$ cat src/rxc_consts.svh
`ifndef RXC_CONSTS_SVH
`define RXC_CONSTS_SVH

// ********************************************
// register offsets (word index on the plain port)
// ********************************************
`define RXC_ADDR_W 16
`define RXC_CFG_IDX 16'h0012
`define RXC_STAT_IDX 16'h0013
`define RXC_IRQ_STAT_IDX 16'h0020
`define RXC_IRQ_MASK_IDX 16'h0021
`define RXC_AUX_IDX 16'h0022

// ********************************************
// configuration word layout and reset
// ********************************************
`define RXC_CFG_RESET 32'h0000_0000
`define RXC_CFG_WMASK 32'hFFFF_0FFF
`define RXC_CFG_EN 0
`define RXC_CFG_INV 1
`define RXC_CFG_TYPE 2
`define RXC_CFG_PSEL 5:3
`define RXC_CFG_ALIGN 8:6
`define RXC_CFG_PAR_EN 10
`define RXC_CFG_PAR_TYPE 11
`define RXC_CFG_PRESET 31:16

// ********************************************
// crc presets, residues and polynomials
// ********************************************
`define RXC_SEL_ZERO 3'h0
`define RXC_SEL_A 3'h1
`define RXC_SEL_B 3'h3
`define RXC_PRE_0 16'h0000
`define RXC_PRE_1 16'h6363
`define RXC_PRE_2 16'hA671
`define RXC_PRE_3 16'hFFFF
`define RXC_PRE_4 16'h0012
`define RXC_PRE_5 16'hE012
`define RXC_RES_INV 16'hF0B8
`define RXC_RES_PLAIN 16'h0000
`define RXC_RES_5 5'h00
`define RXC_POLY16 16'h8408
`define RXC_POLY5 5'h12

// ********************************************
// interrupt event bits
// ********************************************
`define RXC_NUM_EV 4
`define RXC_EV_DONE 0
`define RXC_EV_COLL 1
`define RXC_EV_PROTO 2
`define RXC_EV_INTEG 3

`endif

$ cat src/rxc_pkg.sv
package rxc_pkg;

    typedef enum logic [2:0] {
        RXC_IDLE = 3'h1,
        RXC_RECV = 3'h2,
        RXC_STOP = 3'h4
    } rxc_state_t;

    typedef enum logic [1:0] {
        RXC_MODE_A = 2'h0,
        RXC_MODE_B = 2'h1,
        RXC_MODE_JIS_FAST = 2'h2,
        RXC_MODE_JIS_SLOW = 2'h3
    } rxc_mode_t;

    typedef struct packed {
        logic [31:0] cfg;
        rxc_state_t fsm;
        logic [2:0] bit_in_byte;
        logic [8:0] byte_cnt;
        logic [6:0] data_bits;
        logic [6:0] coll_pos;
        logic coll_valid;
        logic coll_det;
        logic proto_err;
        logic integ_err;
        logic [2:0] last_bits;
        logic [3:0] frames;
        logic [8:0] num_bytes;
        logic done;
        logic [31:0] rdata;
    } rxc_top_state_t;

    typedef struct packed {
        logic [3:0] status;
        logic [3:0] mask;
    } rxc_irq_state_t;

endpackage

$ cat src/rxc_top.sv
// The address-and-strobe port was decided locally.
`timescale 1ns/1ps
`include "rxc_consts.svh"
// Behaviour
// - crc type bit 0 selects 16-bit crc, 1 selects 5-bit crc; resets to 0
// - invert bit 1 compares against residue F0B8h; mode detector sets it for type B
// - invert bit 0 compares plain residue; detector clears it for type A and JIS
// - received crc is checked only when the check enable bit is set; resets 0
// - detector sets check enable for type B and JIS at 212 or 424 kbit/s
// - status 25:19 holds first collision data bit position, valid with valid flag
// - nonzero bit alignment is added into the first collision position
// - status bit 18 set on any collision during reception; resets 0
// - status bit 17 set on bad stop bit, type B SOF/EOF, byte count
// - a protocol error stops data reception for the current reception
// - protocol and integrity flags clear at the start of next reception
// - status bit 16 set on parity or crc error; reception continues
// - wrong parity used as end criterion does not set the integrity flag
// - status 15:13 gives valid bits of last byte; zero means whole byte
// - status 12:9 frame count updated on receive interrupt at each frame end, in single- and multi-frame mode
// - status 8:0 byte count valid from receive interrupt until next enable
// - preset select 5:3 picks crc start value; 001 is 6363h, 111 programmed
module rxc_top
    import rxc_pkg::*;
(
    input wire logic clk,
    input wire logic rst_b,
    input wire logic [`RXC_ADDR_W-1:0] reg_addr,
    input wire logic [31:0] reg_wdata,
    input wire logic reg_wr,
    input wire logic reg_rd,
    output logic [31:0] reg_rdata,
    input wire logic rx_start,
    input wire logic rx_bit_valid,
    input wire logic rx_bit,
    input wire logic rx_bit_coll,
    input wire logic rx_parity_err,
    input wire logic rx_parity_stop_en,
    input wire logic rx_proto_err,
    input wire logic rx_frame_end,
    input wire logic [8:0] rx_expected_bytes,
    input wire logic multi_frame_enable,
    input wire logic mode_det_valid,
    input wire logic [1:0] mode_det_kind,
    output logic rx_receiving,
    output logic collision_position_valid,
    output logic receive_done_interrupt,
    output logic irq
);
    rxc_top_state_t st_reg;
    rxc_top_state_t st_next;
    logic [15:0] crc16;
    logic [4:0] crc5;
    logic [15:0] preset;
    logic crc_load;
    logic bit_take;
    logic in_frame_end;
    logic crc_bad;
    logic len_bad;
    logic [8:0] final_bytes;
    logic [6:0] coll_calc;
    logic [31:0] status_word;
    logic [`RXC_NUM_EV-1:0] ev;
    logic [`RXC_NUM_EV-1:0] irq_status;
    logic [`RXC_NUM_EV-1:0] irq_mask;

    // ********************************************
    // crc preset selection and engines
    // ********************************************
    always_comb
    begin
        case (st_reg.cfg[`RXC_CFG_PSEL])
            3'h0: preset = `RXC_PRE_0;
            3'h1: preset = `RXC_PRE_1;
            3'h2: preset = `RXC_PRE_2;
            3'h3: preset = `RXC_PRE_3;
            3'h4: preset = `RXC_PRE_4;
            3'h5: preset = `RXC_PRE_5;
            3'h7: preset = st_reg.cfg[`RXC_CFG_PRESET];
            default: preset = `RXC_PRE_0; // unused code starts from zero
        endcase
    end

    // engines reload at each reception start and at each new frame in multi-frame mode
    assign in_frame_end = (st_reg.fsm == RXC_RECV) && rx_frame_end && !rx_start;
    assign crc_load = rx_start || (in_frame_end && multi_frame_enable);
    assign bit_take = (st_reg.fsm == RXC_RECV) && rx_bit_valid && !rx_start && !rx_frame_end;

    rxc_crc_lfsr #(.W(16), .POLY(`RXC_POLY16)) u_crc16
    (
        .clk(clk),
        .rst_b(rst_b),
        .load(crc_load),
        .init(preset),
        .step(bit_take),
        .din(rx_bit),
        .crc(crc16)
    );

    // the 5-bit engine only sees the low five bits of the preset
    rxc_crc_lfsr #(.W(5), .POLY(`RXC_POLY5)) u_crc5
    (
        .clk(clk),
        .rst_b(rst_b),
        .load(crc_load),
        .init(preset[4:0]),
        .step(bit_take),
        .din(rx_bit),
        .crc(crc5)
    );

    // ********************************************
    // end-of-frame checks
    // ********************************************
    always_comb
    begin
        crc_bad = 1'b0;
        if (st_reg.cfg[`RXC_CFG_EN])
        begin
            if (st_reg.cfg[`RXC_CFG_TYPE])
            begin
                crc_bad = (crc5 != `RXC_RES_5);
            end
            else if (st_reg.cfg[`RXC_CFG_INV])
            begin
                crc_bad = (crc16 != `RXC_RES_INV);
            end
            else
            begin
                crc_bad = (crc16 != `RXC_RES_PLAIN);
            end
        end
    end

    // a partly filled last byte still counts as a received byte
    assign final_bytes = st_reg.byte_cnt + {8'h00, (st_reg.bit_in_byte != 3'h0)};
    assign len_bad = (rx_expected_bytes != 9'h000) && (final_bytes != rx_expected_bytes);
    assign coll_calc = 7'(st_reg.data_bits + {4'h0, st_reg.cfg[`RXC_CFG_ALIGN]});

    // ********************************************
    // next state of the receive checker
    // ********************************************
    always_comb
    begin
        st_next = st_reg;
        st_next.done = 1'b0;
        st_next.rdata = 32'h0000_0000;
        ev = '0;

        // software write to the configuration word
        if (reg_wr && (reg_addr == `RXC_CFG_IDX))
        begin
            st_next.cfg = reg_wdata & `RXC_CFG_WMASK;
        end

        // mode detector overrides, applied after a same-cycle write
        if (mode_det_valid)
        begin
            case (rxc_mode_t'(mode_det_kind))
                RXC_MODE_A:
                begin
                    st_next.cfg[`RXC_CFG_INV] = 1'b0;
                    st_next.cfg[`RXC_CFG_PSEL] = `RXC_SEL_A;
                    st_next.cfg[`RXC_CFG_PAR_EN] = 1'b1;
                    st_next.cfg[`RXC_CFG_PAR_TYPE] = 1'b1;
                end
                RXC_MODE_B:
                begin
                    st_next.cfg[`RXC_CFG_INV] = 1'b1;
                    st_next.cfg[`RXC_CFG_EN] = 1'b1;
                    st_next.cfg[`RXC_CFG_PSEL] = `RXC_SEL_B;
                end
                RXC_MODE_JIS_FAST:
                begin
                    st_next.cfg[`RXC_CFG_INV] = 1'b0;
                    st_next.cfg[`RXC_CFG_EN] = 1'b1;
                    st_next.cfg[`RXC_CFG_PSEL] = `RXC_SEL_ZERO;
                end
                default:
                begin
                    st_next.cfg[`RXC_CFG_INV] = 1'b0;
                    st_next.cfg[`RXC_CFG_PSEL] = `RXC_SEL_ZERO;
                end
            endcase
        end

        // reception start wins over protocol errors, frame ends and bits in its cycle
        if (rx_start)
        begin
            st_next.fsm = RXC_RECV;
            st_next.proto_err = 1'b0;
            st_next.integ_err = 1'b0;
            st_next.coll_det = 1'b0;
            st_next.coll_valid = 1'b0;
            st_next.coll_pos = 7'h00;
            st_next.bit_in_byte = st_reg.cfg[`RXC_CFG_ALIGN];
            st_next.byte_cnt = 9'h000;
            st_next.data_bits = 7'h00;
            st_next.num_bytes = 9'h000;
            st_next.last_bits = 3'h0;
            st_next.frames = 4'h0;
        end
        else
        begin
            case (st_reg.fsm)
                RXC_RECV:
                begin
                    if (rx_proto_err)
                    begin
                        st_next.proto_err = 1'b1;
                        st_next.fsm = RXC_STOP;
                        st_next.done = 1'b1;
                        st_next.num_bytes = final_bytes;
                    end
                    else if (rx_frame_end)
                    begin
                        if (crc_bad)
                        begin
                            st_next.integ_err = 1'b1;
                        end
                        if (len_bad)
                        begin
                            st_next.proto_err = 1'b1;
                        end
                        st_next.num_bytes = final_bytes;
                        st_next.last_bits = st_reg.bit_in_byte;
                        st_next.frames = st_reg.frames + 4'h1;
                        st_next.done = 1'b1;
                        st_next.byte_cnt = 9'h000;
                        st_next.data_bits = 7'h00;
                        st_next.bit_in_byte = st_reg.cfg[`RXC_CFG_ALIGN];
                        if (len_bad)
                        begin
                            st_next.fsm = RXC_STOP;
                        end
                        else if (!multi_frame_enable)
                        begin
                            st_next.fsm = RXC_IDLE;
                        end
                    end
                    else
                    begin
                        // parity used as end criterion is not an integrity fault
                        if (rx_parity_err && !rx_parity_stop_en)
                        begin
                            st_next.integ_err = 1'b1;
                        end
                        if (rx_bit_valid)
                        begin
                            st_next.data_bits = st_reg.data_bits + 7'h01;
                            st_next.bit_in_byte = st_reg.bit_in_byte + 3'h1;
                            if (st_reg.bit_in_byte == 3'h7)
                            begin
                                st_next.byte_cnt = st_reg.byte_cnt + 9'h001;
                            end
                            if (rx_bit_coll)
                            begin
                                st_next.coll_det = 1'b1;
                                if (!st_reg.coll_valid)
                                begin
                                    st_next.coll_valid = 1'b1;
                                    st_next.coll_pos = coll_calc;
                                end
                            end
                        end
                    end
                end
                RXC_STOP:
                begin
                    st_next.fsm = RXC_STOP; // bits ignored until the next start
                end
                default:
                begin
                    st_next.fsm = RXC_IDLE;
                end
            endcase
        end

        // the done pulse and the edges of the sticky flags feed the interrupt block
        ev[`RXC_EV_DONE] = st_next.done;
        ev[`RXC_EV_COLL] = st_next.coll_det && !st_reg.coll_det;
        ev[`RXC_EV_PROTO] = st_next.proto_err && !st_reg.proto_err;
        ev[`RXC_EV_INTEG] = st_next.integ_err && !st_reg.integ_err;

        // read data register, unmapped addresses read zero
        if (reg_rd)
        begin
            if (reg_addr == `RXC_CFG_IDX)
            begin
                st_next.rdata = st_reg.cfg;
            end
            else if (reg_addr == `RXC_STAT_IDX)
            begin
                st_next.rdata = status_word;
            end
            else if (reg_addr == `RXC_IRQ_STAT_IDX)
            begin
                st_next.rdata = {28'h000_0000, irq_status};
            end
            else if (reg_addr == `RXC_IRQ_MASK_IDX)
            begin
                st_next.rdata = {28'h000_0000, irq_mask};
            end
            else if (reg_addr == `RXC_AUX_IDX)
            begin
                st_next.rdata = {30'h0000_0000, rx_receiving, st_reg.coll_valid};
            end
        end
    end

    // ********************************************
    // state register
    // ********************************************
    always_ff @(posedge clk or negedge rst_b)
    begin
        if (!rst_b)
        begin
            st_reg <= '{cfg: `RXC_CFG_RESET, fsm: RXC_IDLE, default: '0};
        end
        else
        begin
            st_reg <= st_next;
        end
    end

    // status word layout, top bits reserved as zero
    assign status_word = {6'h00, st_reg.coll_pos, st_reg.coll_det, st_reg.proto_err,
        st_reg.integ_err, st_reg.last_bits, st_reg.frames, st_reg.num_bytes};

    rxc_irq u_irq
    (
        .clk(clk),
        .rst_b(rst_b),
        .evt(ev),
        .rd_clr(reg_rd && (reg_addr == `RXC_IRQ_STAT_IDX)),
        .wr_mask(reg_wr && (reg_addr == `RXC_IRQ_MASK_IDX)),
        .wdata(reg_wdata[`RXC_NUM_EV-1:0]),
        .status(irq_status),
        .mask(irq_mask),
        .irq(irq)
    );

    assign reg_rdata = st_reg.rdata;
    assign rx_receiving = (st_reg.fsm == RXC_RECV);
    assign collision_position_valid = st_reg.coll_valid;
    assign receive_done_interrupt = st_reg.done;
endmodule // rxc_top

$ cat src/rxc_crc_lfsr.sv
`timescale 1ns/1ps
module rxc_crc_lfsr
#(
    parameter int W = 16,
    parameter logic [W-1:0] POLY = '1
)
(
    input wire logic clk,
    input wire logic rst_b,
    input wire logic load,
    input wire logic [W-1:0] init,
    input wire logic step,
    input wire logic din,
    output logic [W-1:0] crc
);
    logic [W-1:0] crc_reg;
    logic [W-1:0] crc_next;

    // ********************************************
    // reflected serial lfsr, lsb first
    // ********************************************
    always_comb
    begin
        crc_next = crc_reg;
        if (load)
        begin
            crc_next = init;
        end
        else if (step)
        begin
            crc_next = (crc_reg >> 1) ^ ({W{crc_reg[0] ^ din}} & POLY);
        end
    end

    always_ff @(posedge clk or negedge rst_b)
    begin
        if (!rst_b)
        begin
            crc_reg <= '0;
        end
        else
        begin
            crc_reg <= crc_next;
        end
    end

    assign crc = crc_reg;

endmodule // rxc_crc_lfsr

$ cat src/rxc_irq.sv
`timescale 1ns/1ps
`include "rxc_consts.svh"
module rxc_irq
    import rxc_pkg::*;
(
    input wire logic clk,
    input wire logic rst_b,
    input wire logic [`RXC_NUM_EV-1:0] evt,
    input wire logic rd_clr,
    input wire logic wr_mask,
    input wire logic [`RXC_NUM_EV-1:0] wdata,
    output logic [`RXC_NUM_EV-1:0] status,
    output logic [`RXC_NUM_EV-1:0] mask,
    output logic irq
);
    rxc_irq_state_t st_reg;
    rxc_irq_state_t st_next;

    // ********************************************
    // sticky status, read clears, a new event wins over the clear
    // ********************************************
    always_comb
    begin
        st_next = st_reg;
        if (rd_clr)
        begin
            st_next.status = '0;
        end
        st_next.status = st_next.status | evt;
        if (wr_mask)
        begin
            st_next.mask = wdata;
        end
    end

    always_ff @(posedge clk or negedge rst_b)
    begin
        if (!rst_b)
        begin
            st_reg <= '0;
        end
        else
        begin
            st_reg <= st_next;
        end
    end

    assign status = st_reg.status;
    assign mask = st_reg.mask;
    assign irq = |(st_reg.status & st_reg.mask); // level, unmasked sticky bit

endmodule // rxc_irq

$ cat config.mk
export PLATFORM = sky130hd
export DESIGN_NAME = rxc_top
export DESIGN_NICKNAME = d
export VERILOG_FILES = /design/src/rxc_pkg.sv /design/src/rxc_top.sv /design/src/rxc_crc_lfsr.sv /design/src/rxc_irq.sv
export VERILOG_INCLUDE_DIRS = /design/src /design/src/src
export SDC_FILE = /design/constraint.sdc
export NUM_CORES = 1
export LEC_CHECK = 0
export BUFFER_PORTS_ARGS = -buffer_cell sky130_fd_sc_hd__buf_2
export CAP_MARGIN = 20
export CORE_MARGIN = 2
export CORE_UTILIZATION = 51
export DETAILED_ROUTE_END_ITERATION = 8
export GPL_TIMING_DRIVEN = 0
export HOLD_SLACK_MARGIN = 0.08
export PLACE_DENSITY = 0.73
export SYNTH_ARGS = -nofsm -noshare
export SYNTH_HDL_FRONTEND = slang
export SYNTH_SLANG_ARGS = --single-unit
$ cat constraint.sdc
create_clock -name clk -period 2.6 [get_ports clk]
set_clock_uncertainty 0.05 [all_clocks]
set_input_delay 0.13 -clock clk [delete_from_list [all_inputs] [get_ports clk]]
set_output_delay 0.13 -clock clk [all_outputs]
set_load 0.02 [all_outputs]
==> flow_summary.toml <==
[logic_synthesis]
synth_fa_ha_area_share_pct = 2.84
async_flop_share_pct = 100
synth_area_per_cell_sq_um = 10.6
synth_top_area_share_pct = 50.2
ys.warnings.count = 0
synth_area_sq_um = 6880
synth_common_cells = "dfrtp_1, nand2_1, o21ai_0"
yosysTopAreaCell = "dfrtp_1"
synth_top_flop_cell = "dfrtp_1"
syn_inst = 652
synth_compound_area_share_pct = 13.8
ys_seq_area_share_pct = 50.5
synthSimpleGateAreaFrac_pct = 15.7
syn_nets = 740
synth_top_family_by_area = "simple AND/OR/NAND/NOR gates"
synth_mux_area_share_pct = 7.02
synth-seq-cells = 139
synthTopCellsByArea = "dfrtp_1, mux2_2, buf_4"
synth_xor_area_share_pct = 3.94
synth_most_common_cell = "dfrtp_1"
synth_edf_count = 0
synth.distinct_cells = 61

[sta]
fin_setup_tns_ns = 0
fmax_mhz = 397
fin_ws_ns = 0.0811
report.final.slew_viol_count = 0
max_slew_margin_pct = 38.5
min_period_ns = 2.52
setup_viol = 0
period_share_pct = 96.9
hold_viol_final = 0
max_slew.worst_pin.slew_ns = 0.919

[setup_path]
path_delay_family = "compound AO/OA/AOI/OAI gates"
cp_max_fo = 5
start_kind = "flop"
crit_path_end_kind = "flop"
max_stage_delay_ns = 0.39
r2r-start = "st_reg[76]"
crit_chain = "inv_2 -> ha_4 -> nand2b_4 -> ha_2 -> ha_4 -> and3_4 -> xnor2_2 -> a2111oi_2 -> a41oi_2 -> a31oi_1 -> nor2b_1"
reg2reg_depth = 11
cp.depth = 11
crit_end = "st_reg[79]"
cp_slowest_cell = "dfrtp_1"
worstReg2RegEnd = "st_reg[79]"
cp-startpoint = "st_reg[76]"
crit_top_cell = "ha_4"
worst_ep_required_time_ns = 2.89
critPathBufInv = 1
r2r_slack_ns = 0.08
cp.arrival_ns = 2.81
critical_path_class = "reg -> reg"

[pwr]
leakagePower_nw = 4.13
power_density_nw_per_um2 = 589
peakVddDrop_mv = 0.425

[global_route]
grt_max_degree = 72
grt_use_total_pct = 25.8
grt_pass1_wl_um = 28900
grt_pass1_vias = 5689
antenna_found_initial = 0
globalRouteOverflowTotal = 0

[place]
place_worst_setup_slack_ns = -0.238
io_buffers = 101
dp_hpwl_um = 12600
dp.cells = 930
routabilityCongestion = 0.955

[layout]
n_antenna_cell = 0
fin_cells = 999
largest_reg_flops = 76
final_util_pct = 65.8
area_growth_pct = 26.0
nNetsFinal = 900
drive_gt1_share_pct = 28.7

[cts]
path_clk_slew_ns = 0.05
cts_tree = "built"
numCtsBuffers = 17
cts.sink_count = 139
root_buffer = "clkbuf_16"
insertion_delay_ns = 0.42
clk_path_buf_depth = 2
htree_levels = 4

[die]
core_sq_um = 13200
dieWidth_um = 120
die_h_um = 120
initial_core_util_pct = 52.2
io_pins = 109
fp-row-count = 42
die-area_sq_um = 14400

[flow_run]
drv_cap = 0

[drt]
first_pass_iters = 5
ant_nets = 0
drt-total-wl_um = 18000
drc_errors = 0
viasPerCell = 5.68
wl_per_cell_um = 18.0
drtIter0Drc = 557
vias = 5670

[min_path]
hold_class = "in -> reg"

[status]
status = "completed"
-- layout make-up --
type	count	area [sq um]
fillers	1010	4520
clock inverters	9	98.8
repair buffers	141	920
inverters	13	48.8
flip-flops and latches	139	3480
well taps	176	220
clock buffers	21	450
multi-input cells	440	3080
plain buffers	60	379
-- worst register-to-register path: stages, from the launching register on --
cell and delay [ns]:
dfrtp_1 0.39, inv_2 0.09, ha_4 0.14, nand2b_4 0.07, ha_2 0.19, ha_4 0.18
and3_4 0.19, xnor2_2 0.15, a2111oi_2 0.39, a41oi_2 0.25, a31oi_1 0.28, nor2b_1 0.08
-- power by group --
group | internal [mW] | switching (mW)
Clock | 1.41 | 0.853
Sequential | 2.25 | 0.0877
Combinational | 0.223 | 0.279
Total | 3.89 | 1.22
-- metrics by stage --
| step | hold slack, ns | area (sq um) | total power [mW] |
|---|---|---|---|
| global route | 0.119 | 8670 | 5.31 |
| detailed placement | 0.129 | 7640 | 2.80 |
| global placement | 0.311 | 7610 | 2.78 |
| finish | 0.0905 | 8670 | 5.11 |
| floorplan | -0.216 | 6880 | 2.59 |
| CTS | 0.0814 | 8600 | 5.11 |
-- layout by cell type, fill, tap and decap left out, types with 11 or more instances in the layout --
cell / n
clkbuf_16: 17
xor2_1: 15
dfrtp_1: 138
nand2_1: 65
xnor2_1: 15
o21ai_0: 48
nand3_1: 23
or3_1: 11
nor2_1: 34
clkbuf_1: 19
and2_1: 13
mux2_2: 34
ha_1: 11
buf_4: 39
inv_1: 11
dlygate4sd3_1: 35
a21oi_1: 26
buf_2: 106
a22o_1: 23
-- logic make-up (layout without fill, tap and decap cells) --
kind of cell	Yosys count	after routing
AO/OA/AOI/OAI	142	142
buffers and inverters	73	244
multiplexers	44	44
AND/OR/NAND/NOR	208	208
adder cells (fa/ha/maj)	15	15
XOR/XNOR	31	31
flip-flops	139	139
-- worst min path at each step --
stage / end / depth (start not counted) / startpoint / slack, ns
2_1_floorplan: collision_position_valid / 0 / rst_b / -0.22
3_3_place_gp: st_reg[98] / 2 / reg_wdata[16] / 0.31
3_5_place_dp: u_crc16.crc[0] / 1 / rst_b / 0.13
4_1_cts: collision_position_valid / 2 / rx_start / 0.08
5_1_grt: st_reg[49] / 2 / rx_start / 0.12
6_report: st_reg[49] / 2 / rx_start / 0.09
-- routing by layer --
layer	wire, um	up-vias	track usage [%]
li1	-	2613	-
met1	7150	2765	32.2
met3	1250	52	6.18
met2	8970	240	42.5
met4	648	0	11.8
met5	0	-	0
-- repair_timing --
| item | CTS | global route |
|---|---|---|
| hold buffers | 35 | 0 |
| pin swaps | 4 | 4 |
| endpoints found under the hold margin | 110 | 0 |
| setup buffers | 2 | 2 |
| endpoints found under the setup margin | 5 | 20 |
| gates resized for setup | 9 | 13 |
No activity file was read; power rests on OpenSTA's default activity.
